--- src/core/hcr_pkg.sv ---
// shared constants and types for the host port routing control block
package hcr_pkg;

  // -----------------------------------------------------------------
  // register map
  // -----------------------------------------------------------------
  localparam logic [7:0]  ADDR_HOST_PORT_DATA   = 8'h10;
  localparam logic [7:0]  ADDR_BOOT_CONTROL     = 8'h14;
  localparam logic [7:0]  ADDR_ROUTING_CONFIG   = 8'h20;

  // -----------------------------------------------------------------
  // routing config fields and reset
  // -----------------------------------------------------------------
  localparam int          CFG_SEL_LO_BIT        = 0;
  localparam int          CFG_SEL_HI_BIT        = 1;
  localparam int          CFG_BUF_CABLE_BIT     = 2;
  localparam int          CFG_HOST_CABLE_BIT    = 3;
  localparam int          CFG_BUF_EN_BIT        = 4;
  localparam int          CFG_HOST_EN_BIT       = 5;
  localparam logic [7:0]  CFG_RESET             = 8'h2C;

  // -----------------------------------------------------------------
  // boot control fields and reset
  // -----------------------------------------------------------------
  localparam int          CTL_RESET_BIT         = 0;
  localparam int          CTL_IRQ0_BIT          = 1;
  localparam int          CTL_NMI_N_BIT         = 4;
  localparam int          CTL_IRQ_COUNT         = 3;
  localparam logic [4:0]  CTL_RESET             = 5'h1F;

  // -----------------------------------------------------------------
  // status fields
  // -----------------------------------------------------------------
  localparam int          STS_OUTPUT_FULL_BIT   = 16;
  localparam int          STS_INPUT_FULL_BIT    = 17;

  // -----------------------------------------------------------------
  // module port numbers reachable by the buffered port
  // -----------------------------------------------------------------
  localparam logic [2:0]  PORT_SEL_00           = 3'h0;
  localparam logic [2:0]  PORT_SEL_01           = 3'h2;
  localparam logic [2:0]  PORT_SEL_10           = 3'h3;
  localparam logic [2:0]  PORT_SEL_11           = 3'h5;

  // -----------------------------------------------------------------
  // types
  // -----------------------------------------------------------------
  typedef enum logic [1:0] {
    HCR_IDLE = 2'b00,
    HCR_SEND = 2'b01,
    HCR_RECV = 2'b10
  } hcr_link_state_t;

  typedef struct packed {
    logic       port3_switch_on;
    logic       host_logic_en;
    logic       host_to_flat;
    logic       buffer_route_en;
    logic       buffer_to_flat;
    logic [2:0] buffer_port;
  } hcr_route_t;

  typedef struct packed {
    logic       module_reset;
    logic [2:0] module_irq_line;
    logic       module_nmi_n;
  } hcr_boot_t;

endpackage

--- src/core/hcr_routing_ctrl.sv ---
// host port, routing config and module boot control logic
// -------------------------------------------------------------------
// -------------------------------------------------------------------
`timescale 1ns/100ps

module hcr_routing_ctrl #(
  parameter int WORD_WIDTH = 32
) (
  input  wire logic                  i_clock,
  input  wire logic                  i_reset_n,
  input  wire logic                  i_clock_en,
  // register access
  input  wire logic [7:0]            i_reg_addr,
  input  wire logic                  i_reg_wr,
  input  wire logic                  i_reg_rd,
  input  wire logic [31:0]           i_reg_wdata,
  output logic      [31:0]           o_reg_rdata,
  output logic                       o_reg_rvalid,
  // straps and cable detects from pins
  input  wire logic                  i_host_cable_detect_n,
  input  wire logic                  i_buffer_cable_detect_n,
  input  wire logic                  i_direct_link_strap,
  // word link to module port 3
  input  wire logic                  i_dsp_rx_req,
  input  wire logic                  i_dsp_rx_valid,
  input  wire logic [WORD_WIDTH-1:0] i_dsp_rx_data,
  output logic                       o_dsp_rx_ready,
  output logic                       o_dsp_tx_valid,
  output logic      [WORD_WIDTH-1:0] o_dsp_tx_data,
  input  wire logic                  i_dsp_tx_ack,
  output logic                       o_host_port_dir,
  // routing switches
  output hcr_pkg::hcr_route_t        o_route,
  // buffered connector
  input  wire logic                  i_buffer_dir_valid,
  input  wire logic                  i_buffer_dir_tx,
  output logic                       o_buffer_dir,
  output logic                       o_buffer_reset_out,
  output logic                       o_buffer_reset_oe_n,
  // module site boot control
  output hcr_pkg::hcr_boot_t         o_boot
);

  // -----------------------------------------------------------------
  // pin synchronisers
  // -----------------------------------------------------------------
  logic [4:0] pin_meta_reg;
  logic [4:0] pin_sync_reg;
  logic [4:0] pin_raw;

  assign pin_raw = {i_buffer_dir_tx, i_buffer_dir_valid,
                    i_direct_link_strap, i_buffer_cable_detect_n,
                    i_host_cable_detect_n};

  always_ff @(posedge i_clock) begin
    if (!i_reset_n) begin
      pin_meta_reg <= 5'h03;
      pin_sync_reg <= 5'h03;
    end else if (i_clock_en) begin
      pin_meta_reg <= pin_raw;
      pin_sync_reg <= pin_meta_reg;
    end
  end

  logic host_cable_n;
  logic buffer_cable_n;
  logic strap_fitted;
  logic buf_dir_valid;
  logic buf_dir_tx;

  assign host_cable_n   = pin_sync_reg[0];
  assign buffer_cable_n = pin_sync_reg[1];
  assign strap_fitted   = pin_sync_reg[2];
  assign buf_dir_valid  = pin_sync_reg[3];
  assign buf_dir_tx     = pin_sync_reg[4];

  // -----------------------------------------------------------------
  // address decode
  // -----------------------------------------------------------------
  logic wr_data;
  logic wr_ctrl;
  logic wr_cfg;
  logic rd_data;
  logic rd_ctrl;
  logic rd_cfg;

  assign wr_data = i_reg_wr && (i_reg_addr == hcr_pkg::ADDR_HOST_PORT_DATA);
  assign wr_ctrl = i_reg_wr && (i_reg_addr == hcr_pkg::ADDR_BOOT_CONTROL);
  assign wr_cfg  = i_reg_wr && (i_reg_addr == hcr_pkg::ADDR_ROUTING_CONFIG);
  assign rd_data = i_reg_rd && (i_reg_addr == hcr_pkg::ADDR_HOST_PORT_DATA);
  assign rd_ctrl = i_reg_rd && (i_reg_addr == hcr_pkg::ADDR_BOOT_CONTROL);
  assign rd_cfg  = i_reg_rd && (i_reg_addr == hcr_pkg::ADDR_ROUTING_CONFIG);

  // -----------------------------------------------------------------
  // routing config register
  // -----------------------------------------------------------------
  logic [7:0] cfg_reg;
  logic [7:0] cfg_next;
  logic [7:0] cfg_view;
  logic [7:0] cfg_wmask;

  // only enables and selects are writable
  assign cfg_wmask = 8'h33;
  assign cfg_next  = (cfg_reg & ~cfg_wmask) | (i_reg_wdata[7:0] & cfg_wmask);

  always_ff @(posedge i_clock) begin
    if (!i_reset_n) begin
      cfg_reg <= hcr_pkg::CFG_RESET;
    end else if (i_clock_en && wr_cfg) begin
      cfg_reg <= cfg_next;
    end
  end

  // live cable detects replace the stored copies on read
  always_comb begin
    cfg_view = cfg_reg & cfg_wmask;
    cfg_view[hcr_pkg::CFG_HOST_CABLE_BIT] = host_cable_n;
    cfg_view[hcr_pkg::CFG_BUF_CABLE_BIT]  = buffer_cable_n;
  end

  // -----------------------------------------------------------------
  // routing decode
  // -----------------------------------------------------------------
  function automatic logic [2:0] port_of_sel(input logic [1:0] sel);
    logic [2:0] port;
    port = hcr_pkg::PORT_SEL_00;
    unique case (sel)
      2'b00: port = hcr_pkg::PORT_SEL_00;
      2'b01: port = hcr_pkg::PORT_SEL_01;
      2'b10: port = hcr_pkg::PORT_SEL_10;
      2'b11: port = hcr_pkg::PORT_SEL_11;
    endcase
    return port;
  endfunction

  logic       host_en_bit;
  logic       buf_en_bit;
  logic [1:0] sel_bits;
  logic       host_active;

  assign host_en_bit = cfg_reg[hcr_pkg::CFG_HOST_EN_BIT];
  assign buf_en_bit  = cfg_reg[hcr_pkg::CFG_BUF_EN_BIT];
  assign sel_bits    = cfg_reg[hcr_pkg::CFG_SEL_HI_BIT:hcr_pkg::CFG_SEL_LO_BIT];
  assign host_active = !strap_fitted;

  logic       route_p3_on;
  logic       route_host_flat;
  logic       route_buf_en;
  logic       route_buf_flat;

  assign route_p3_on     = strap_fitted || (host_cable_n && host_en_bit);
  assign route_host_flat = host_active && !host_cable_n;
  assign route_buf_en    = buffer_cable_n && buf_en_bit;
  assign route_buf_flat  = !buffer_cable_n;

  always_ff @(posedge i_clock) begin
    if (!i_reset_n) begin
      o_route <= '0;
    end else if (i_clock_en) begin
      o_route.port3_switch_on <= route_p3_on;
      o_route.host_logic_en   <= host_active;
      o_route.host_to_flat    <= route_host_flat;
      o_route.buffer_route_en <= route_buf_en;
      o_route.buffer_to_flat  <= route_buf_flat;
      o_route.buffer_port     <= port_of_sel(sel_bits);
    end
  end

  // -----------------------------------------------------------------
  // buffered port direction
  // -----------------------------------------------------------------
  logic buf_dir_reg;
  logic buf_dir_next;

  // any routing config write restores the reset direction of the selected port
  assign buf_dir_next = wr_cfg ? !i_reg_wdata[hcr_pkg::CFG_SEL_HI_BIT] :
                        buf_dir_valid ? buf_dir_tx : buf_dir_reg;

  always_ff @(posedge i_clock) begin
    if (!i_reset_n) begin
      buf_dir_reg <= !hcr_pkg::CFG_RESET[hcr_pkg::CFG_SEL_HI_BIT];
    end else if (i_clock_en) begin
      buf_dir_reg <= buf_dir_next;
    end
  end

  assign o_buffer_dir = buf_dir_reg;

  // -----------------------------------------------------------------
  // boot control register
  // -----------------------------------------------------------------
  logic [4:0] ctl_reg;

  always_ff @(posedge i_clock) begin
    if (!i_reset_n) begin
      ctl_reg <= hcr_pkg::CTL_RESET;
    end else if (i_clock_en && wr_ctrl) begin
      ctl_reg <= i_reg_wdata[4:0];
    end
  end

  assign o_boot.module_reset    = ctl_reg[hcr_pkg::CTL_RESET_BIT];
  assign o_boot.module_irq_line =
    ctl_reg[hcr_pkg::CTL_IRQ0_BIT +: hcr_pkg::CTL_IRQ_COUNT];
  assign o_boot.module_nmi_n    = ctl_reg[hcr_pkg::CTL_NMI_N_BIT];

  // open collector: pull low while module reset is driven
  assign o_buffer_reset_out  = 1'b0;
  assign o_buffer_reset_oe_n = !ctl_reg[hcr_pkg::CTL_RESET_BIT];

  // -----------------------------------------------------------------
  // host port word registers and flags
  // -----------------------------------------------------------------
  hcr_pkg::hcr_link_state_t state_reg;
  hcr_pkg::hcr_link_state_t state_next;

  logic [WORD_WIDTH-1:0] out_word_reg;
  logic [WORD_WIDTH-1:0] in_word_reg;
  logic                  output_full_flag;
  logic                  input_full_flag;
  logic                  host_load;
  logic                  word_sent;
  logic                  word_taken;

  assign host_load  = wr_data && !output_full_flag && host_active;
  assign word_sent  = (state_reg == hcr_pkg::HCR_SEND) && i_dsp_tx_ack;
  assign word_taken = (state_reg == hcr_pkg::HCR_RECV) && i_dsp_rx_valid
                      && !input_full_flag;

  always_ff @(posedge i_clock) begin
    if (!i_reset_n) begin
      out_word_reg     <= '0;
      in_word_reg      <= '0;
      output_full_flag <= 1'b0;
      input_full_flag  <= 1'b0;
    end else if (i_clock_en) begin
      if (host_load) begin
        out_word_reg <= i_reg_wdata[WORD_WIDTH-1:0];
      end
      if (word_taken) begin
        in_word_reg <= i_dsp_rx_data;
      end
      output_full_flag <= host_load || (output_full_flag && !word_sent);
      input_full_flag  <= word_taken || (input_full_flag && !rd_data);
    end
  end

  // -----------------------------------------------------------------
  // link direction control
  // -----------------------------------------------------------------
  always_comb begin
    state_next = state_reg;
    unique case (state_reg)
      hcr_pkg::HCR_IDLE: begin
        if (host_active && i_dsp_rx_req && !input_full_flag) begin
          state_next = hcr_pkg::HCR_RECV;
        end else if (host_active && output_full_flag) begin
          state_next = hcr_pkg::HCR_SEND;
        end
      end
      hcr_pkg::HCR_SEND: begin
        if (i_dsp_tx_ack || !host_active) begin
          state_next = hcr_pkg::HCR_IDLE;
        end
      end
      hcr_pkg::HCR_RECV: begin
        // dropped request without a full word is discarded
        if (word_taken || !i_dsp_rx_req || !host_active) begin
          state_next = hcr_pkg::HCR_IDLE;
        end
      end
      default: begin
        state_next = hcr_pkg::HCR_IDLE;
      end
    endcase
  end

  always_ff @(posedge i_clock) begin
    if (!i_reset_n) begin
      state_reg <= hcr_pkg::HCR_IDLE;
    end else if (i_clock_en) begin
      state_reg <= state_next;
    end
  end

  assign o_dsp_tx_valid  = (state_reg == hcr_pkg::HCR_SEND);
  assign o_dsp_tx_data   = out_word_reg;
  assign o_dsp_rx_ready  = (state_reg == hcr_pkg::HCR_RECV)
                           && !input_full_flag;
  assign o_host_port_dir = (state_reg == hcr_pkg::HCR_SEND);

  // -----------------------------------------------------------------
  // read data
  // -----------------------------------------------------------------
  logic [31:0] status_word;
  logic [31:0] rd_mux;

  always_comb begin
    status_word = '0;
    status_word[hcr_pkg::STS_OUTPUT_FULL_BIT] = output_full_flag;
    status_word[hcr_pkg::STS_INPUT_FULL_BIT]  = input_full_flag;
  end

  // boot control is write only: its offset returns status
  assign rd_mux = rd_data ? 32'(in_word_reg) :
                  rd_ctrl ? status_word :
                  rd_cfg  ? {24'h000000, cfg_view} : 32'h00000000;

  always_ff @(posedge i_clock) begin
    if (!i_reset_n) begin
      o_reg_rdata  <= '0;
      o_reg_rvalid <= 1'b0;
    end else if (i_clock_en) begin
      o_reg_rvalid <= i_reg_rd;
      if (i_reg_rd) begin
        o_reg_rdata <= rd_mux;
      end
    end
  end

endmodule

--- config.mk ---
export PLATFORM = sky130hd
export DESIGN_NAME = hcr_routing_ctrl
export DESIGN_NICKNAME = d
export VERILOG_FILES = /design/src/core/hcr_pkg.sv /design/src/core/hcr_routing_ctrl.sv
export SDC_FILE = /design/constraint.sdc
export NUM_CORES = 1
export LEC_CHECK = 0
export ABC_AREA = 1
export BUFFER_PORTS_ARGS = -buffer_cell sky130_fd_sc_hd__buf_2
export CAP_MARGIN = 10
export CORE_ASPECT_RATIO = 0.6
export CORE_MARGIN = 1
export CORE_UTILIZATION = 30
export DETAILED_ROUTE_END_ITERATION = 12
export PLACE_DENSITY_LB_ADDON = 0.3
export SKIP_LAST_GASP = 1
export SYNTH_ARGS = -nofsm -noshare
export SYNTH_HDL_FRONTEND = slang
export SYNTH_SLANG_ARGS = --single-unit
--- constraint.sdc ---
create_clock -name i_clock -period 2.4 [get_ports i_clock]
set_input_delay 0.12 -clock i_clock [delete_from_list [all_inputs] [get_ports i_clock]]
set_output_delay 0.12 -clock i_clock [all_outputs]
set_load 0.02 [all_outputs]
==> impl_metrics.yaml, run 1 <==
routing:
  wl_met2_mm: 5.773
  routed_wl_mm: 14.44
  drcViolationCount: 0
  wl_met1_mm: 7.611
  avgRoutedWirePerCell_um: 13.55
  highest_layer: "met4"
  routed_via_density: 4.520
  firstDrtPassIters: 5
  num_vias: 4818
  wl_met3_um: 985
  drtIter0Drc: 267
  ant_nets: 0
timing:
  fin_crit_ns: 1.595
  setup_viol: 0
  clock.fmax_mhz: 627.0
  rsz0062_at_grt: "false"
  hold_viol: 0
  timing.final.max_slew_violations: 0
  worstMarginPinSlew_ns: 0.9035
  slew_headroom_pct: 39.77
  min_period_over_period_pct: 66.45
  setup_tns_ns: 0
  skew_ns: 0.01059
global_routing:
  grt_pass1_vias: 4521
  grt_usage_pct: 17.96
  grt-ovfl-total: 0
  grt_max_degree: 98
  grt_first_pass_wirelength_mm: 23.60
  antenna_found_initial: 2
floorplanning:
  fp.dieArea_um2: 16810
  io_pins: 169
  fp-row-count: 35
  core-area_um2: 15630
  start_util_pct: 31.24
  die_h_um: 100.8
  dieWidth_um: 166.7
cts:
  numCtsBuffers: 17
  cts_resized: 0
  clk_pin_slew_ns: 0.06
  cts_sinks: 129
  clockBufferDepth: 2
  cts_tree: "done"
  h-tree-depth: 4
  worstSkewPairLatency_ns: 0.41
  clock_tree.root_cell: "clkbuf_16"
critical_path:
  crit_type: "register to register"
  critPathLaunch: "state_reg[0]"
  arrival_ns: 1.93
  setup.worst_path.end_class: "register"
  crit_fanout: 65
  r2r_start: "state_reg[0]"
  required_ns: 2.73
  start_kind: "register"
  r2r_cells: 7
place:
  gp_congestion: 0.8746
  placed_area_um2: 5841
  dp_hpwl_mm: 9.445
  port_buffers: 167
min_path:
  hold_class: "primary input to register"
  whs_path_depth: 3
  worstHoldStart: "i_dsp_rx_data[1]"
power:
  ir_drop_v: 0.0004400
  totalPowerFinal_uw: 5228
  leakage_uw: 0.003071
  power.density_nw_per_um2: 743.8
logic_synthesis:
  synthTopCellsByArea: "dfxtp_1 (53%), a21oi_1 (12%), nand2_1 (7.7%)"
  yosys.cell_types.count: 23
  syn_nets: 722
  synth_top_area_share_pct: 52.87
  avgSynthCellArea_um2: 7.692
  yosys.area.top_type: "dfxtp_1"
  syn_area_um2: 4885
  syn_inst: 635
  yosysWarnings: 0
  synth.ff_latch_count: 129
  synth.yosys.seq_area_share_pct: 52.87
flow_run:
  maxCapViolCount: 0
cells_and_area:
  post_route_cells_drive_above_1_share_pct: 24.85
  final_nets: 935
  area_growth_pct: 43.88
  fillers: 1603
  final_area_um2: 7028
status:
  status: "finished clean"
-- worst max-delay path: stages (launching register included) --
cell,delay (ns)
dfxtp_1,0.36
inv_2,0.06
nand2_1,0.10
nor2_2,0.06
nand3_2,0.06
buf_4,0.48
o21ai_0,0.21
a21oi_1,0.17
-- per-stage QoR --
stage	hold slack (ns)	setup WS (ns)	util, %	instances
after detailed placement	0.3426	0.7647	37.36	972
after CTS	0.0008200	0.7864	44.92	1064
final	0.01985	0.8052	44.95	1066
after floorplan	0.2332	0.9779	-	635
after global routing	0.007441	0.5955	44.94	1065
after global placement	0.3399	0.7995	37.36	972
-- routing by layer --
layer | global-route usage [%] | up-vias
li1 | - | 2512
met1 | 25.98 | 2162
met2 | 25.47 | 137
met3 | 5.614 | 7
met4 | 4.630 | 0
met5 | 0 | -
-- path summary, 6_finish.rpt --
kind | to | slack (ns)
max | in_word_reg[16] | 0.81
min reg2reg | in_word_reg[10] | 0.44
min | in_word_reg[1] | 0.02
max reg2reg | in_word_reg[16] | 0.81
-- cell usage after synthesis, drive strengths merged --
cell    instances
o21ai          87
nand2         100
dfxtp         129
nor3            3
nand4           5
inv            54
nand3          25
clkbuf         18
buf            24
nor2           67
a21oi         119
ha              2
clkinv          1
conb            1
-- kinds of logic (layout without fill, tap and decap cells) --
| logic type | after synthesis | in the layout | share of synthesized area, % |
|---|---|---|---|
| AOI/OAI and AO/OA | 206 | 206 | 21.11 |
| DFF | 129 | 129 | 52.87 |
| adders and majority gates | 2 | 2 | 0.5122 |
| other | 1 | 3 | 0.07677 |
| buffers and inverters | 97 | 323 | 8.555 |
| and+or+nand+nor | 200 | 200 | 16.88 |
-- placed cells by master (no fill, tap or decap), drive strengths merged --
cell type / netlist / routed
buf: 24 / 176
conb: 1 / 1
clkinv: 1 / 4
o21ai: 87 / 87
nand4: 5 / 5
dfxtp: 129 / 129
nor3: 3 / 3
bufinv: 0 / 2
dlygate4sd3: 0 / 60
a21oi: 119 / 119
ha: 2 / 2
diode: 0 / 2
clkbuf: 18 / 18
inv: 54 / 59
nand3: 25 / 25
clkinvlp: 0 / 4
nor2: 67 / 67
nand2: 100 / 100
-- power by group --
| group | total [uW] | switching, uW | leakage [uW] | internal (uW) |
|---|---|---|---|---|
| combinational | 446 | 249 | 0.00175 | 197 |
| sequential | 2230 | 35.0 | 0.00105 | 2200 |
| clock | 2550 | 1000 | 0.000274 | 1540 |
-- repair_timing --
action	CTS	global route
hold endpoints to repair	64	0
hold buffers	60	0
buffers inserted	0	0
-- layout make-up --
class,count,area [um2],area share [%]
flip-flops and latches,129,2582,36.75
multi-input cells,409,1894,26.95
repair buffers,236,1504,21.40
clock buffers,18,429.2,6.106
well taps,203,254.0,3.614
inverters,55,206.4,2.938
clock inverters,14,152.6,2.172
diodes,2,5.005,0.07121
Power figures use the tool's default switching activity.
==> run 2, diff against run 1 <==
--- a/config.mk
+++ b/config.mk
@@ -5,7 +5,7 @@
 export SDC_FILE = /design/constraint.sdc
 export NUM_CORES = 1
 export LEC_CHECK = 0
-export ABC_AREA = 1
+export ABC_AREA = 0
 export BUFFER_PORTS_ARGS = -buffer_cell sky130_fd_sc_hd__buf_2
 export CAP_MARGIN = 10
 export CORE_ASPECT_RATIO = 0.6
==> constraint.sdc (replaced) <==
create_clock -name i_clock -period 1.4 [get_ports i_clock]
set_input_delay 0.07 -clock i_clock [delete_from_list [all_inputs] [get_ports i_clock]]
set_output_delay 0.07 -clock i_clock [all_outputs]
set_load 0.02 [all_outputs]
==> run 2 against run 1 <==
  * The flow now finishes with violations (negative setup slack)
  * Count of clock-buffer cells in the layout increased by 6
  * Core utilization increased by 2.5 points
  * First-iteration DRC count decreased by 3.4%
  * Non-clock buffer count increased by 33
  * Critical endpoint is now o_dsp_tx_data[14]
  * Highest routed layer unchanged
==> impl_metrics.yaml, run 2 <==
floorplanning:
  start_util_pct: 30.81
  fp-row-count: 36
  core-area_um2: 16260
  fp.dieArea_um2: 17240
  dieWidth_um: 168.8
  die_h_um: 102.1
  io_pins: 169
place:
  dp_hpwl_mm: 9.143
  port_buffers: 167
  placed_area_um2: 6322
  gp_congestion: 0.7700
cells_and_area:
  final_nets: 850
  layout_commonest_cell: "buf_2"
  final_area_um2: 7721
  area_growth_pct: 54.12
  fin_util_pct: 47.48
  final_cell_mix: "buf_2 (167), dfxtp_1 (125), nand2_1 (83)"
  antenna_cells: 0
  post_route_cells_drive_above_1_share_pct: 32.22
timing:
  worstMarginPinSlew_ns: 0.5039
  slew_headroom_pct: 66.41
  clock.fmax_mhz: 647.5
  rsz0062_at_grt: "true"
  whs_ns: 0.01259
  hold_viol: 0
  fin_crit_ns: 1.544
  setup_viol: 34
  min_period_over_period_pct: 110.3
  setup_tns_ns: -3.529
  skew_ns: 0.008421
  timing.final.max_slew_violations: 0
  finalWorstSetupSlack_ns: -0.1445
global_routing:
  grt_pass1_vias: 4403
  grt_usage_pct: 16.82
  grt-ovfl-total: 0
  antenna_found_initial: 0
  grt_first_pass_wirelength_mm: 22.22
  grt_max_degree: 130
power:
  power.density_nw_per_um2: 1158
  p_int_uw: 7006
  p_switching_uw: 1933
  leakage_uw: 0.003489
  switching_share_pct: 21.62
  totalPowerFinal_uw: 8939
  power.share.clock_pct: 50.4
  ir_drop_v: 0.0005764
  seqPwrFrac_pct: 42.1
  p_comb_share_pct: 7.5
logic_synthesis:
  syn_area_um2: 5010
  ys_top_cells_by_count: "dfxtp_1 (129), nand2_1 (83), nor2b_1 (74)"
  synth_most_common_cell: "dfxtp_1"
  synth_top_area_share_pct: 51.55
  synth.ff_latch_count: 129
  avgSynthCellArea_um2: 9.766
  yosys.area.top_type: "dfxtp_1"
  synth.yosys.seq_area_share_pct: 51.55
  yosysWarnings: 0
  syn_inst: 513
  synth_flop_cell: "dfxtp_1"
  async_flop_share_pct: 0
  syn_nets: 600
  synthTopCellsByArea: "dfxtp_1 (52%), mux2i_1 (11%), nor2b_1 (9.2%)"
  yosys.cell_types.count: 38
  synth-edff-count: 0
critical_path:
  required_ns: 1.70
  setup.worst_path.end_class: "register"
  arrival_ns: 1.85
  cp.buffers_inverters: 1
  max_stage_delay_ns: 0.55
  crit_type: "register to register"
  start_kind: "register"
  crit_fanout: 15
  crit_path_top_delay_cell: "or4b_4"
  path_delay_family: "simple AND/OR/NAND/NOR gates"
  crit_chain: "nor2_2 > or4b_4 > buf_12 > mux2i_2 > nor2b_1"
flow_run:
  maxCapViolCount: 0
cts:
  clockBufferDepth: 2
  cts_sinks: 129
  numCtsBuffers: 17
  cts_tree: "done"
  h-tree-depth: 4
  clk_pin_slew_ns: 0.06
  clock_tree.root_cell: "clkbuf_16"
  worstSkewPairLatency_ns: 0.41
routing:
  drtIter0Drc: 258
  num_vias: 4540
  routed_wl_mm: 14.28
  ant_nets: 0
  firstDrtPassIters: 4
  routed_via_density: 4.522
  avgRoutedWirePerCell_um: 14.22
  drcViolationCount: 0
status:
  violations: "negative setup slack"
  status: "finished, violations left"
min_path:
  hold_class: "primary input to register"
==> run 2: cell type report <==
type | instances | area, um2
repair buffers | 269 | 1889
inverters | 2 | 7.507
clock inverters | 8 | 128.9
flip-flops and latches | 129 | 2587
clock buffers | 24 | 471.7
fillers | 1532 | 8539
multi-input cells | 344 | 2351
well taps | 228 | 285.3
==> run 2: worst min-delay path, stage by stage <==
cell and delay [ns]:
buf_2 0.10, nand3_1 0.08, nand2_1 0.08, a21boi_1 0.06
==> run 2: cell families (layout without fill, tap and decap cells) <==
| family | Yosys count | in the layout | synth area share, % |
|---|---|---|---|
| AO/OA/AOI/OAI | 87 | 87 | 12.79 |
| multiplexers | 54 | 54 | 10.79 |
| AND/OR/NAND/NOR | 200 | 200 | 20.60 |
| other | 1 | 1 | 0.07485 |
| buffers and inverters | 40 | 303 | 3.696 |
| flip-flops | 129 | 129 | 51.55 |
| adder cells (fa/ha/maj) | 2 | 2 | 0.4994 |
==> run 2: per-stage QoR <==
step	std cells	worst slack (ns)
5_1_grt	1004	-0.1980
6_report	1004	-0.1445
3_5_place_dp	899	-0.6398
3_3_place_gp	899	-0.5891
2_1_floorplan	513	-0.3961
4_1_cts	1003	-0.1367
==> run 2: metal layers <==
layer / track usage, % / vias up / share of wire (%)
met2: 26.83 / 148 / 45
li1: - / 2249 / -
met5: 0 / - / 0
met1: 21.42 / 2128 / 48
met3: 5.383 / 15 / 6.6
met4: 6.224 / 0 / 1.2
==> run 2: what timing repair did <==
action	CTS	global route
endpoints found under the setup margin	45	59
gates cloned	1	1
hold buffers	69	0
pin swaps	1	1
gates resized for setup	9	6
setup buffers	2	0
hold endpoints to repair	74	0
==> run 2: power by group through the flow <==
stage                     sequential (uW)  combinational, uW  clock, uW
after floorplan                      3860                234          0
after global placement               3840                497          0
after detailed placement             3840                508          0
after CTS                            3760                662       4620
after global routing                 3770                728       4800
final                                3760                672       4500
==> run 2: final timing paths <==
kind	startpoint	to	slack [ns]	cells after the start
setup / recovery	output_full_flag	o_dsp_tx_data[14]	-0.14	5
hold / removal	i_dsp_tx_ack	output_full_flag	0.01	4
setup reg to reg	output_full_flag	o_dsp_tx_data[14]	-0.14	5
hold reg to reg	in_word_reg[26]	in_word_reg[26]	0.46	2
